--- config.mk ---
export PLATFORM = sky130hd
export DESIGN_NAME = qadc_frame_ctrl
export DESIGN_NICKNAME = d
export VERILOG_FILES = /design/src/rtl/qadc_sync.v /design/src/rtl/qadc_buf.v /design/src/rtl/qadc_frame_ctrl.v
export VERILOG_INCLUDE_DIRS = /design/src /design/src/shared
export SDC_FILE = /design/constraint.sdc
export NUM_CORES = 1
export LEC_CHECK = 0
export BUFFER_PORTS_ARGS = -buffer_cell sky130_fd_sc_hd__buf_2
export CORE_MARGIN = 2
export CORE_UTILIZATION = 50
export CTS_CLUSTER_DIAMETER = 80
export DETAILED_ROUTE_END_ITERATION = 8
export PLACE_DENSITY = 0.68
export SYNTH_ARGS = -nofsm -noshare
export SYNTH_HDL_FRONTEND = slang
export SYNTH_SLANG_ARGS = --single-unit
--- constraint.sdc ---
create_clock -name clk -period 4.36 [get_ports clk]
set_clock_uncertainty 0.2 [all_clocks]
set_input_delay 0.872 -clock clk [delete_from_list [all_inputs] [get_ports clk]]
set_output_delay 0.872 -clock clk [all_outputs]
set_load 0.01 [all_outputs]
--- src/shared/qadc_map.vh ---
// qadc_map.vh: constants of the quad converter frame control
// assumes inclusion by bare name from the frame control design file
`ifndef QADC_MAP_VH
`define QADC_MAP_VH

// conversion group layout, counted in serial-clock cycles
`define QADC_GROUP_LEN 5'd16
`define QADC_TRACK_CYCLES 4'd3
`define QADC_HOLD_FALL 4'd4
`define QADC_CTRL_BITS 4'd8
`define QADC_LAST_RISE 4'd15

// control word field positions
`define QADC_CTRL_WIDTH 8
`define QADC_ADDR_MSB 5
`define QADC_ADDR_LSB 3
`define QADC_SEL_MSB 4
`define QADC_SEL_LSB 3
`define QADC_CTRL_RESET 8'h00

// channel codes; power-up selects the first input
`define QADC_CH_ONE 2'h0
`define QADC_CH_TWO 2'h1
`define QADC_CH_THREE 2'h2
`define QADC_CH_FOUR 2'h3
`define QADC_CH_RESET 2'h0

// result word
`define QADC_RESULT_BITS 12
`define QADC_RESULT_RESET 12'h000

// sequencer states
`define QADC_ST_IDLE 3'h0
`define QADC_ST_WAIT 3'h1
`define QADC_ST_TRACK 3'h2
`define QADC_ST_HOLD 3'h3
`define QADC_ST_GAP 3'h4

`endif

--- src/rtl/qadc_sync.v ---
// qadc_sync.v: two-flop synchroniser for a bundle of pin levels
// assumes each bit is an unrelated level; reset value is a constant
`default_nettype none

module qadc_sync #(
    parameter WIDTH = 1,
    parameter [WIDTH-1:0] RESET_VAL = {WIDTH{1'b0}}
) (
    // clock and reset
    input wire clk,
    input wire reset_n,
    // pin side
    input wire [WIDTH-1:0] asyncIn,
    // clock side
    output wire [WIDTH-1:0] syncOut
);

reg [WIDTH-1:0] meta_q;
reg [WIDTH-1:0] stable_q;

always @(posedge clk)
begin
    if (!reset_n)
    begin
        meta_q <= RESET_VAL;
        stable_q <= RESET_VAL;
    end
    else
    begin
        meta_q <= asyncIn;
        stable_q <= meta_q;
    end
end

assign syncOut = stable_q;

endmodule // qadc_sync

`default_nettype wire

--- src/rtl/qadc_buf.v ---
// qadc_buf.v: two-entry valid/ready buffer for result words
// assumes source and sink share clk; storage in flip-flops
`default_nettype none

module qadc_buf #(
    parameter WIDTH = 12
) (
    // clock and reset
    input wire clk,
    input wire reset_n,
    // filling side
    input wire inValid,
    output wire inReady,
    input wire [WIDTH-1:0] inData,
    // draining side
    output wire outValid,
    input wire outReady,
    output wire [WIDTH-1:0] outData
);

reg [WIDTH-1:0] entry_q [0:1];
reg wrPtr_q;
reg rdPtr_q;
reg [1:0] count_q;
wire doWrite;
wire doRead;

assign inReady = (count_q != 2'h2);
assign outValid = (count_q != 2'h0);
assign outData = entry_q[rdPtr_q];
assign doWrite = inValid && inReady;
assign doRead = outValid && outReady;

genvar i;
generate
    for (i = 0; i < 2; i = i + 1)
    begin : gEntry
        always @(posedge clk)
        begin
            if (!reset_n)
                entry_q[i] <= {WIDTH{1'b0}};
            else if (doWrite && (wrPtr_q == i))
                entry_q[i] <= inData;
        end
    end
endgenerate

always @(posedge clk)
begin
    if (!reset_n)
    begin
        wrPtr_q <= 1'b0;
        rdPtr_q <= 1'b0;
        count_q <= 2'h0;
    end
    else
    begin
        if (doWrite)
            wrPtr_q <= ~wrPtr_q;
        if (doRead)
            rdPtr_q <= ~rdPtr_q;
        if (doWrite && !doRead)
            count_q <= count_q + 2'h1;
        else if (doRead && !doWrite)
            count_q <= count_q - 2'h1;
    end
end

endmodule // qadc_buf

`default_nettype wire

--- src/rtl/qadc_frame_ctrl.v ---
// qadc_frame_ctrl.v: serial frame and conversion sequencing of a
// four-channel 12-bit converter, seen from inside the device.
// assumes the serial pins are asynchronous to clk and slow enough
// (several clk periods per serial half-cycle) to be oversampled.
//
// Notes on behaviour
// - frame opens on select fall, closes on rise
// - track input during first three cycles
// - hold and convert during cycles four to sixteen
// - result leaves MSB first from fifth cycle
// - retrack after sixteenth rise, hold at fourth fall
// - data out driven only while select low
// - power down outside frame and between conversions
// - clock gated; select fall counts as fall
// - clock idling high: track on first real fall
// - first eight rising edges capture control word
// - only bits five to three address channel
// - low two address bits pick one input
// - first conversion after power-up uses input one
// - close edges may delay capture by one
// - result is plain straight binary code
// - conversions repeat while select stays low
`default_nettype none
`include "qadc_map.vh"

module qadc_frame_ctrl #(
    parameter RESULT_BITS = `QADC_RESULT_BITS
) (
    // clock and reset
    input wire clk,
    input wire reset_n,
    // serial pins
    input wire frameSelectN,
    input wire serialClk,
    input wire serialDataIn,
    output reg serialDataOut,
    output wire serialDataOutEn,
    // converter core control
    output reg [1:0] chanSel,
    output wire trackMode,
    output wire powerDown,
    output reg convStart,
    // converter core result
    input wire [RESULT_BITS-1:0] convResult,
    input wire convResultValid,
    output wire convResultReady,
    // status
    output reg [`QADC_CTRL_WIDTH-1:0] ctrlWord,
    output reg resultMissed
);

// synchronised pin levels
wire frameSelNSync;
wire serialClkSync;
wire serialDataInSync;

// edge detection on the oversampled serial clock
reg serialClkPrev_q;
reg frameSelPrev_q;
wire clkRise;
wire clkFall;
wire frameFall;
wire frameRise;

// sequencer
reg [2:0] state_q;
reg [2:0] state_d;
reg [3:0] fallIdx_q;
reg [3:0] fallIdx_d;
reg [3:0] riseIdx_q;
reg [3:0] riseIdx_d;
reg groupStart;
reg holdEntry;
reg shiftStep;

// control word reception
reg [`QADC_CTRL_WIDTH-2:0] ctrlShift_q;
reg [1:0] pendingChan_q;
wire [`QADC_CTRL_WIDTH-1:0] ctrlNext;
wire captureBit;
wire captureLast;

// result shifter
reg [RESULT_BITS-1:0] outShift_q;
wire bufValid;
wire bufReady;
wire [RESULT_BITS-1:0] bufData;

// all three pins sampled with equal depth so data stays aligned
// with the clock edges that qualify it
qadc_sync #(
    .WIDTH(3),
    .RESET_VAL(3'h4)
) uPinSync (
    .clk(clk),
    .reset_n(reset_n),
    .asyncIn({frameSelectN, serialClk, serialDataIn}),
    .syncOut({frameSelNSync, serialClkSync, serialDataInSync})
);

// results from the core wait here until the fourth fall of a group;
// a slow frame stalls the core instead of dropping a word
qadc_buf #(
    .WIDTH(RESULT_BITS)
) uResultBuf (
    .clk(clk),
    .reset_n(reset_n),
    .inValid(convResultValid),
    .inReady(convResultReady),
    .inData(convResult),
    .outValid(bufValid),
    .outReady(bufReady),
    .outData(bufData)
);

always @(posedge clk)
begin
    if (!reset_n)
    begin
        serialClkPrev_q <= 1'b0;
        frameSelPrev_q <= 1'b1;
    end
    else
    begin
        serialClkPrev_q <= serialClkSync;
        frameSelPrev_q <= frameSelNSync;
    end
end

// edges only count while the frame is open
assign frameFall = frameSelPrev_q && !frameSelNSync;
assign frameRise = !frameSelPrev_q && frameSelNSync;
assign clkRise = !frameSelNSync && serialClkSync && !serialClkPrev_q;
assign clkFall = !frameSelNSync && !serialClkSync && serialClkPrev_q;

// serial data pin is driven for exactly the open frame
assign serialDataOutEn = !frameSelNSync;

assign trackMode = (state_q == `QADC_ST_TRACK);
// idle and the gap after the sixteenth rise are low-power
assign powerDown = (state_q == `QADC_ST_IDLE) ||
    (state_q == `QADC_ST_WAIT) || (state_q == `QADC_ST_GAP);

// a word popped at hold entry is the result shifted out this group
assign bufReady = holdEntry;

// control word bits, MSB first, on rises zero to seven of a group
assign captureBit = clkRise && (riseIdx_q < `QADC_CTRL_BITS) &&
    ((state_q == `QADC_ST_TRACK) || (state_q == `QADC_ST_HOLD));
assign captureLast = captureBit &&
    (riseIdx_q == (`QADC_CTRL_BITS - 4'd1));
assign ctrlNext = {ctrlShift_q, serialDataInSync};

always @*
begin
    state_d = state_q;
    fallIdx_d = fallIdx_q;
    riseIdx_d = riseIdx_q;
    groupStart = 1'b0;
    holdEntry = 1'b0;
    shiftStep = 1'b0;
    case (state_q)
        `QADC_ST_IDLE:
        begin
            if (frameFall)
            begin
                riseIdx_d = 4'h0;
                if (!serialClkSync)
                begin
                    // clock idling low: the select fall is the first fall
                    state_d = `QADC_ST_TRACK;
                    fallIdx_d = 4'h1;
                    groupStart = 1'b1;
                end
                else
                begin
                    state_d = `QADC_ST_WAIT;
                    fallIdx_d = 4'h0;
                end
            end
        end
        `QADC_ST_WAIT:
        begin
            if (clkFall)
            begin
                state_d = `QADC_ST_TRACK;
                fallIdx_d = 4'h1;
                groupStart = 1'b1;
            end
        end
        `QADC_ST_TRACK:
        begin
            if (clkRise)
                riseIdx_d = riseIdx_q + 4'h1;
            if (clkFall)
            begin
                fallIdx_d = fallIdx_q + 4'h1;
                if (fallIdx_q == `QADC_TRACK_CYCLES)
                begin
                    // fourth fall ends tracking after three cycles
                    state_d = `QADC_ST_HOLD;
                    holdEntry = 1'b1;
                end
            end
        end
        `QADC_ST_HOLD:
        begin
            if (clkFall)
            begin
                fallIdx_d = fallIdx_q + 4'h1;
                shiftStep = 1'b1;
            end
            if (clkRise)
            begin
                if (riseIdx_q == `QADC_LAST_RISE)
                begin
                    state_d = `QADC_ST_GAP;
                    riseIdx_d = 4'h0;
                end
                else
                    riseIdx_d = riseIdx_q + 4'h1;
            end
        end
        `QADC_ST_GAP:
        begin
            // next fall starts another conversion without end
            if (clkFall)
            begin
                state_d = `QADC_ST_TRACK;
                fallIdx_d = 4'h1;
                groupStart = 1'b1;
            end
        end
        default:
        begin
            state_d = `QADC_ST_IDLE;
        end
    endcase
    // closing the frame aborts any group in flight
    if (frameRise || frameSelNSync)
    begin
        state_d = `QADC_ST_IDLE;
        fallIdx_d = 4'h0;
        riseIdx_d = 4'h0;
        groupStart = 1'b0;
        holdEntry = 1'b0;
        shiftStep = 1'b0;
    end
end

always @(posedge clk)
begin
    if (!reset_n)
    begin
        state_q <= `QADC_ST_IDLE;
        fallIdx_q <= 4'h0;
        riseIdx_q <= 4'h0;
    end
    else
    begin
        state_q <= state_d;
        fallIdx_q <= fallIdx_d;
        riseIdx_q <= riseIdx_d;
    end
end

// control word: shift, then latch the full word on the eighth rise.
// the channel field waits in pendingChan until the next group, so
// the word never disturbs the conversion already being tracked
always @(posedge clk)
begin
    if (!reset_n)
    begin
        ctrlShift_q <= 7'h00;
        ctrlWord <= `QADC_CTRL_RESET;
        pendingChan_q <= `QADC_CH_RESET;
    end
    else
    begin
        if (frameFall)
            ctrlShift_q <= 7'h00;
        else if (captureBit)
            ctrlShift_q <= ctrlNext[`QADC_CTRL_WIDTH-2:0];
        if (captureLast)
        begin
            ctrlWord <= ctrlNext;
            // bits 7, 6, 5 and 2..0 are dropped here
            pendingChan_q <= ctrlNext[`QADC_SEL_MSB:`QADC_SEL_LSB];
        end
    end
end

// 00..11 map straight onto inputs one to four; address bit 2 unused
always @(posedge clk)
begin
    if (!reset_n)
        chanSel <= `QADC_CH_RESET;
    else if (groupStart)
        chanSel <= pendingChan_q;
end

// conversion start pulse to the core at the moment of hold
always @(posedge clk)
begin
    if (!reset_n)
    begin
        convStart <= 1'b0;
        resultMissed <= 1'b0;
    end
    else
    begin
        convStart <= holdEntry;
        // core had nothing ready: zeros go out and this flags it
        resultMissed <= holdEntry && !bufValid;
    end
end

// output bit changes only after falls so the host samples on rises.
// falls 1..4 leave zero, falls 5..16 carry the MSB down to the LSB
always @(posedge clk)
begin
    if (!reset_n)
    begin
        serialDataOut <= 1'b0;
        outShift_q <= `QADC_RESULT_RESET;
    end
    else if (frameSelNSync || groupStart)
    begin
        serialDataOut <= 1'b0;
        outShift_q <= `QADC_RESULT_RESET;
    end
    else if (holdEntry)
    begin
        // fourth zero goes out now; the MSB waits for the fifth fall
        // so the host finds four zeros ahead of the result
        serialDataOut <= 1'b0;
        if (bufValid)
        begin
            // straight binary code passes through unaltered
            outShift_q <= bufData;
        end
        else
        begin
            outShift_q <= `QADC_RESULT_RESET;
        end
    end
    else if (shiftStep)
    begin
        // zeros shift in behind the result
        serialDataOut <= outShift_q[RESULT_BITS-1];
        outShift_q <= {outShift_q[RESULT_BITS-2:0], 1'b0};
    end
end

// a select fall landing right beside a clock fall can be seen in the
// same or an adjacent sample; the pin sync shows either order, which
// at worst shifts capture by one serial clock, as tolerated

endmodule // qadc_frame_ctrl

`default_nettype wire

==> impl_metrics.ini, run 1 <==
[hold_path]
hold_path.class = register to register

[timing]
period_needed_ps = 2938
clock.fmax_ghz = 0.3404
finalCritPeriodShare_pct = 67.37
relSlewSlack_pct = 34.95
setup_viol = 0
rsz0062_at_grt = no
tns_ps = 0
drv_slew = 0
worst_slew_pin_slew_ps = 968.3
hold_violations = 0

[place]
routabilityCongestion = 0.8939
io_buffers = 34
placed_cell_area_um2 = 3745
dp_hpwl_mm = 4.555
dp_cells = 450

[worst_setup_path]
crit_chain = or4b_4 > nand3b_4 > or2_2 > ha_1 > or3_1 > a21oi_1
critPathMaxFanout = 18
cp.arrival_ps = 3010
endpoint_kind = register
cp.required_ps = 4430
critPathKind = register to register
critPathMaxStageDelay_ps = 630
start_kind = register
cpMaxStageDelayCell = dfxtp_1

[clock_tree]
clk_latency_ps = 350
cts_buffer_depth = 2
post_cts_buffers = 0
cts_root_buffer = clkbuf_8
cts_buffers = 9
htree_num_levels = 3
cts_hold_repair.buffers = 0
cts_resized = 0
cts.sinks = 80
cts_tree = built
clk_pin_slew_ps = 90

[routing]
drt-wirelength-per-cell_um = 14.55
first_pass_iters = 4
drc = 0
drtIter0Drc = 120
vias_per_cell = 5.333
routed_wl_mm = 6.782
vias = 2485
ant_nets = 0

[finish]
utilization_pct = 57.42
drive_gt1_share_pct = 20.27
nets = 386
layout.cells.non_filler = 466
antenna_cells = 0
syn_to_final_growth_pct = 10.97
finalInstanceArea_um2 = 3923

[floorplanning]
row_count = 30
io_pins = 35
core_um2 = 6832
fp.dieW_um = 88.08
die_h_um = 88.08
start_util_pct = 51.74
die-area_um2 = 7758

[global_routing]
overflow = 0
grt_pass1_wl_mm = 11.18
grt_pass1_vias = 2342
antenna_found_initial = 0
grt_max_degree = 20
grt_usage_pct = 18.79

[synthesis]
syn_inst = 336
synth_cell_types = 49
synth_edf_count = 24
yosysSeqAreaShare_pct = 52.11
synthesis.nets = 357
ys_warn_count = 0
ys.flop_type = dfxtp_1
ys_ff_latch = 80
async_reset_ff_share_pct = 0
synth_area_um2 = 3535
avgSynthCellArea_um2 = 10.52

[power]
p_clk_share_pct = 35.5
leakage_nw = 1.626
powerDensity_nw_per_um2 = 358.4
combPwrFrac_pct = 6.4
power.switching_uw = 355.1
power_frac_seq_pct = 58.1
ir_drop_mv = 0.2372
p_int_mw = 1.051
switching_share_pct = 25.26

[flow_run]
cap_violations = 0

[outcome]
status = complete, no violations
==> worst max-delay path: cells and delay by family (launching register included) <==
kind | cells | cell delay (ps)
simple gates | 4 | 1540
flops | 1 | 630
fa+ha+maj | 1 | 340
compound gates | 1 | 140
==> Yosys cell counts (2+ instances only) <==
cell type   n  share of area, %
nand2_1    18               1.9
inv_1       4              0.42
a31oi_1     3              0.53
nor4_1      2              0.35
o21ai_0     8               1.1
a221oi_1   11               2.7
a21oi_1    11               1.6
buf_6       3              0.96
nor2b_1     2              0.35
buf_2       4              0.57
nand3_1     8               1.1
nand2b_1    7               1.2
clkinv_1    2              0.21
xnor2_1     2              0.50
nor3b_2     2              0.71
a211oi_1    2              0.42
clkbuf_1   11               1.2
o31ai_1     3              0.64
and2_1     28               5.0
ha_1        3               1.1
nor3b_1     3              0.64
o211ai_1    2              0.42
nor2_1     36               3.8
nor3_1     16               2.3
nand4_1     2              0.35
xor2_1      2              0.50
dfxtp_1    56                32
mux2_2     12               3.8
mux2i_1    20               5.7
and3b_1     2              0.50
edfxtp_1   24                20
or3_1       4              0.71
or4b_1      2              0.57
nand3b_1    2              0.42
nor4b_4     2               1.3
or2_2       2              0.35
and3_1      3              0.53
==> placed cells by master (no fill, tap or decap), drive strengths merged, types with 5 or more instances in the layout <==
master	netlist	layout
clkbuf	11	9
nor3	16	16
buf	8	37
nand2	18	18
nand3	8	8
nand2b	7	7
nor2	36	36
clkinv	2	5
inv	4	7
a21oi	11	11
edfxtp	24	24
mux2	12	12
dfxtp	56	56
o21ai	8	8
nor3b	5	5
mux2i	20	20
a221oi	11	11
and2	28	28
==> layout make-up <==
type	instances	area, um2
clock buffer	9	123.9
fill	631	2909
tap	96	120.1
timing repair buffer	37	192.7
inverter	6	22.52
multi-input combinational	231	1568
sequential	80	1842
clock inverter	7	53.80
==> path summary, 6_finish.rpt <==
check | start | to | cells past startpoint | slack [ps]
setup / recovery | state_q[1] | uResultBuf.count_q[1] | 6 | 1420
hold reg to reg | uPinSync.meta_q[0] | uPinSync.syncOut[0] | 1 | 250
hold / removal | uPinSync.meta_q[0] | uPinSync.syncOut[0] | 1 | 250
setup reg to reg | state_q[1] | uResultBuf.count_q[1] | 6 | 1420
==> sequential cells by signal (all words and copies together) (netlist names), named ones only <==
register            count
ctrlShift_q             7
frameSelPrev_q          1
state_q                 3
convStart               1
fallIdx_q               4
serialDataOut           1
riseIdx_q               4
outShift_q             12
uPinSync.syncOut        3
serialClkPrev_q         1
ctrlWord                8
uResultBuf.count_q      2
uResultBuf.wrPtr_q      1
uPinSync.meta_q         3
uResultBuf.entry_q     24
resultMissed            1
chanSel                 2
uResultBuf.rdPtr_q      1
==> cell families (layout without fill, tap and decap cells) <==
logic type / count (synthesis) / in the layout / share of synthesized area [%]
AND/OR/NAND/NOR: 146 / 146 / 23.86
flip-flops: 80 / 80 / 52.11
multiplexers: 32 / 32 / 9.487
adder cells (fa/ha/maj): 3 / 3 / 1.062
AO/OA/AOI/OAI: 46 / 46 / 8.956
buffers and inverters: 25 / 59 / 3.540
XOR/XNOR: 4 / 4 / 0.9913
==> layer usage <==
metal | routed length, um | global-route usage (%)
met3 | 304 | 3.676
met5 | 0 | 0
met1 | 3393 | 27.92
met2 | 2988 | 27.13
met4 | 96 | 7.025
==> through the flow <==
stage          hold WS [ps]  setup slack (ps)  total power, mW
6_report              248.7              1422            1.406
5_1_grt               270.5              1305            1.459
4_1_cts               249.8              1414            1.415
3_5_place_dp          227.1              1177           0.9238
3_3_place_gp          200.5              1275           0.9206
2_1_floorplan         186.3              1722           0.8917
==> power by group through the flow <==
| stage | Combinational, mW | Clock [mW] | Sequential (mW) |
|---|---|---|---|
| 5_1_grt | 0.101 | 0.538 | 0.820 |
| 6_report | 0.0902 | 0.499 | 0.816 |
| 3_3_place_gp | 0.0886 | 0 | 0.832 |
| 4_1_cts | 0.0911 | 0.507 | 0.817 |
| 2_1_floorplan | 0.0641 | 0 | 0.828 |
| 3_5_place_dp | 0.0901 | 0 | 0.834 |
Power figures use the tool's default switching activity.
==> run 2: changes to the inputs <==
Settings changed: PLACE_DENSITY 0.68 to 0.71.
Clock period 4.36 ns to 2.6 ns, I/O delays scaled along.
==> run 2 against run 1 <==
Compared with the run above: via count up 2.8%; non-clock buffer count up 13; cell area up 3.7%; combinational power up 81%; count of clock-buffer cells in the layout up 1.
==> impl_metrics.ini, run 2 (same netlist as run 1, synthesis figures left out) <==
[finish]
reg_top3 = uResultBuf.entry_q (24), outShift_q (12), ctrlWord (8)
antenna_cells = 0
drive_gt1_share_pct = 22.72
final_cell_mix = 56 x dfxtp_1, 36 x nor2_1, 34 x buf_2
final_common_cell = dfxtp_1
nets = 399
largest-register = uResultBuf.entry_q
utilization_pct = 59.52
largest_register_ffs = 24
syn_to_final_growth_pct = 15.04

[clock_tree]
cts.sinks = 80
post_cts_buffers = 0
clk_latency_ps = 340
cts_buffer_depth = 2
cts_tree = built
cts_root_buffer = clkbuf_8
cts_buffers = 9
cts_hold_repair.buffers = 0
cts_resized = 0
clk_pin_slew_ps = 80
htree_num_levels = 3

[worst_setup_path]
cp.arrival_ps = 2470
rr_startpoint = state_q[2]
endpoint = uResultBuf.count_q[1]
r2r-end = uResultBuf.count_q[1]
crit_path_start = state_q[2]
critPathKind = register to register
cp.required_ps = 2670
r2r_slack_ps = 200
endpoint_kind = register
reg2reg_depth = 6
critPathMaxFanout = 3
start_kind = register

[routing]
ant_nets = 0
vias_per_cell = 5.332
routed_wl_mm = 6.729
vias = 2554
first_pass_iters = 4
drc = 0
drtIter0Drc = 154
drt-wirelength-per-cell_um = 14.05

[timing]
rsz0062_at_grt = no
tns_ps = 0
hold_violations = 0
setup_viol = 0
relSlewSlack_pct = 33.79
clock.fmax_ghz = 0.4163
drv_slew = 0
period_needed_ps = 2402
worst_slew_pin_slew_ps = 988.8
finalCritPeriodShare_pct = 92.39

[flow_run]
cap_violations = 0

[power]
leakage_nw = 1.701
powerDensity_nw_per_um2 = 614.0
ir_drop_mv = 0.3310

[outcome]
status = complete, no violations

[place]
routabilityCongestion = 0.8514
dp_hpwl_mm = 4.673
io_buffers = 34

[floorplanning]
io_pins = 35
row_count = 30
core_um2 = 6832
die_h_um = 88.08
die-area_um2 = 7758
start_util_pct = 51.74
fp.dieW_um = 88.08

[global_routing]
grt_usage_pct = 18.81
grt_max_degree = 19
antenna_found_initial = 0
grt_pass1_vias = 2325
grt_pass1_wl_mm = 11.20
overflow = 0

[hold_path]
hold_path.class = primary input to register
==> run 2: through the flow <==
stage	total power [mW]	area [um2]	hold slack [ps]	instances	setup slack, ps
2_1_floorplan	1.498	3547	186.3	336	13.39
3_3_place_gp	1.553	3855	197.8	463	273.1
4_1_cts	2.522	4066	157.1	479	184.3
3_5_place_dp	1.558	3855	198.0	463	230.4
5_1_grt	2.611	4066	157.1	479	45.51
6_report	2.497	4066	170.5	479	197.8
==> run 2: worst min path at each step <==
stage                        from                  end  slack [ps]  cells past startpoint
3_3_place_gp   uPinSync.meta_q[2]  uPinSync.syncOut[2]         200                      1
4_1_cts              frameSelectN   uPinSync.meta_q[2]         160                      2
5_1_grt              frameSelectN   uPinSync.meta_q[2]         160                      2
3_5_place_dp   uPinSync.meta_q[2]  uPinSync.syncOut[2]         200                      1
6_report             frameSelectN   uPinSync.meta_q[2]         170                      2
2_1_floorplan  uPinSync.meta_q[2]  uPinSync.syncOut[2]         190                      1
==> run 2: cell type report <==
type,instances,area (um2)
clock inverter,6,83.83
clock buffer,10,127.6
multi-input combinational,231,1580
sequential,80,1842
tap,96,120.1
timing repair buffer,50,290.3
fill,616,2765
inverter,6,22.52
==> run 2: routing by layer <==
| metal | track usage (%) | vias up | share of wire, % |
|---|---|---|---|
| li1 | - | 1293 | - |
| met1 | 27.02 | 1204 | 49 |
| met2 | 27.82 | 51 | 46 |
| met3 | 3.864 | 6 | 4.0 |
| met4 | 7.713 | 0 | 1.0 |
| met5 | 0 | - | 0 |
==> run 2: worst max-delay path, cell delays in order, from the launching register on <==
cell and delay, ps:
dfxtp_1 320, or4b_4 550, nand3b_4 170, or2_2 310, ha_4 250, or3_1 370
a21oi_1 160
==> run 2: where the power goes <==
group	switching, mW	internal [mW]	leakage (nW)
combinational	0.0914	0.0714	0.893
sequential	0.0229	1.34	0.708
clock	0.432	0.536	0.0999
==> run 3: changes to the inputs <==
Settings changed: CORE_UTILIZATION 50 to 53, PLACE_DENSITY 0.71 to 0.86.
==> run 3 against run 2 <==
Compared with the run above: worst hold slack got worse by 9.3 ps; highest routed layer unchanged; register-to-register slack about the same; combinational power about the same; cell area decreased by 1.7%; count of clock-buffer cells in the layout increased by 1; sequential power about the same; flip-flop and latch count unchanged; fmax decreased by 0.42%.
==> impl_metrics.ini, run 3 (same netlist as run 1, synthesis figures left out) <==
[outcome]
status = complete, no violations

[global_routing]
grt_pass1_wl_mm = 11.99
grt_pass1_vias = 2617
gr-usage-met3_pct = 3.561
antenna_found_initial = 0
grt_max_degree = 19
met1_usage_pct = 25.98
grt_usage_pct = 20.68
gr-max-usage-layer = met2
gr-usage-met2_pct = 34.16
overflow = 0

[floorplanning]
row_count = 29
io_pins = 35
fp.dieW_um = 85.67
start_util_pct = 55.35
die-area_um2 = 7338
core_um2 = 6386
die_h_um = 85.67

[finish]
layout.cells.non_filler = 454
antenna_cells = 0
drive_gt1_share_pct = 21.49
final_cell_mix = 56 x dfxtp_1, 36 x nor2_1, 34 x buf_2
nets = 394
syn_to_final_growth_pct = 13.06
finalInstanceArea_um2 = 3996
largest_register_ffs = 24
largest-register = uResultBuf.entry_q
reg_top3 = uResultBuf.entry_q (24), outShift_q (12), ctrlWord (8)
final_common_cell = dfxtp_1
utilization_pct = 62.58

[timing]
hold_violations = 0
drv_slew = 0
fin_ws_ps = 187.6
worst_slew_pin_slew_ps = 883.3
whs_ps = 161.3
rsz0062_at_grt = no
finalCritPeriodShare_pct = 92.78
period_needed_ps = 2412
clock.fmax_ghz = 0.4145
relSlewSlack_pct = 40.86
tns_ps = 0
setup_viol = 0

[clock_tree]
cts_root_buffer = clkbuf_8
cts_resized = 0
clk_latency_ps = 360
clk_pin_slew_ps = 80
cts_hold_repair.buffers = 0
htree_num_levels = 3
cts_buffer_depth = 2
post_cts_buffers = 0
cts_buffers = 9
cts.sinks = 80
cts_tree = built

[worst_setup_path]
cp.arrival_ps = 2500
cp.required_ps = 2690
path_depth = 7
crit_chain = or4b_4 > nand3b_4 > or2_2 > ha_4 > xor2_1 > or3_1 > a21oi_1
rr_startpoint = state_q[2]
cpMaxStageDelayCell = or4b_4
endpoint_kind = register
crit_path_start = state_q[2]
start_kind = register
critPathKind = register to register
cp_top_family = simple AND/OR/NAND/NOR gates
critPathMaxFanout = 2
critPathMaxStageDelay_ps = 560
reg2reg_depth = 7
critPathBufInv = 0

[routing]
routed_wl_mm = 6.965
ant_nets = 0
vias_per_cell = 5.747
drc = 0
drtIter0Drc = 141
vias = 2609
drt-wirelength-per-cell_um = 15.34
first_pass_iters = 4

[hold_path]
whs_path_depth = 2
min_from = frameSelectN
hold_path.class = primary input to register

[place]
routabilityCongestion = 0.8912
dp_slack_ps = 232.7
io_buffers = 34
dp_cells = 439
dp_hpwl_mm = 4.738
placed_cell_area_um2 = 3794

[power]
leakage_nw = 1.680
ir_drop_mv = 0.4432
finalPower_mw = 2.491
powerDensity_nw_per_um2 = 623.3

[flow_run]
cap_violations = 0
[run 3: cell types whose count changed in the layout (fill, tap and decap cells not counted)]
cell and change:
clkinvlp_4 -2, clkbuf_1 +1, buf_4 -5, clkinv_1 -1
inv_4 +1
[run 3: final timing paths]
path                                              end  slack, ps
worst max-delay path            uResultBuf.count_q[1]        190
worst max register to register  uResultBuf.count_q[1]        190
worst min-delay path               uPinSync.meta_q[2]        160
worst min register to register    uPinSync.syncOut[2]        210
[run 3: routing by layer]
metal	vias up	part of all wire, %
li1	1286	-
met1	1233	44
met2	76	49
met3	14	4.8
met4	0	2.2
met5	-	0
[run 3: power by group]
| group | leakage [nW] | total, mW | internal (mW) | switching, mW |
|---|---|---|---|---|
| combinational | 0.868 | 0.163 | 0.0696 | 0.0936 |
| sequential | 0.708 | 1.37 | 1.34 | 0.0248 |
| clock | 0.104 | 0.960 | 0.535 | 0.425 |
| total | 1.68 | 2.49 | 1.95 | 0.543 |
[run 3: area by class of cell]
class,count,area [um2]
inverters,6,22.52
well taps,77,96.34
repair buffers,45,252.7
flip-flops and latches,80,1842
fillers,504,2390
clock inverters,4,71.32
clock buffers,11,131.4
multi-input cells,231,1580
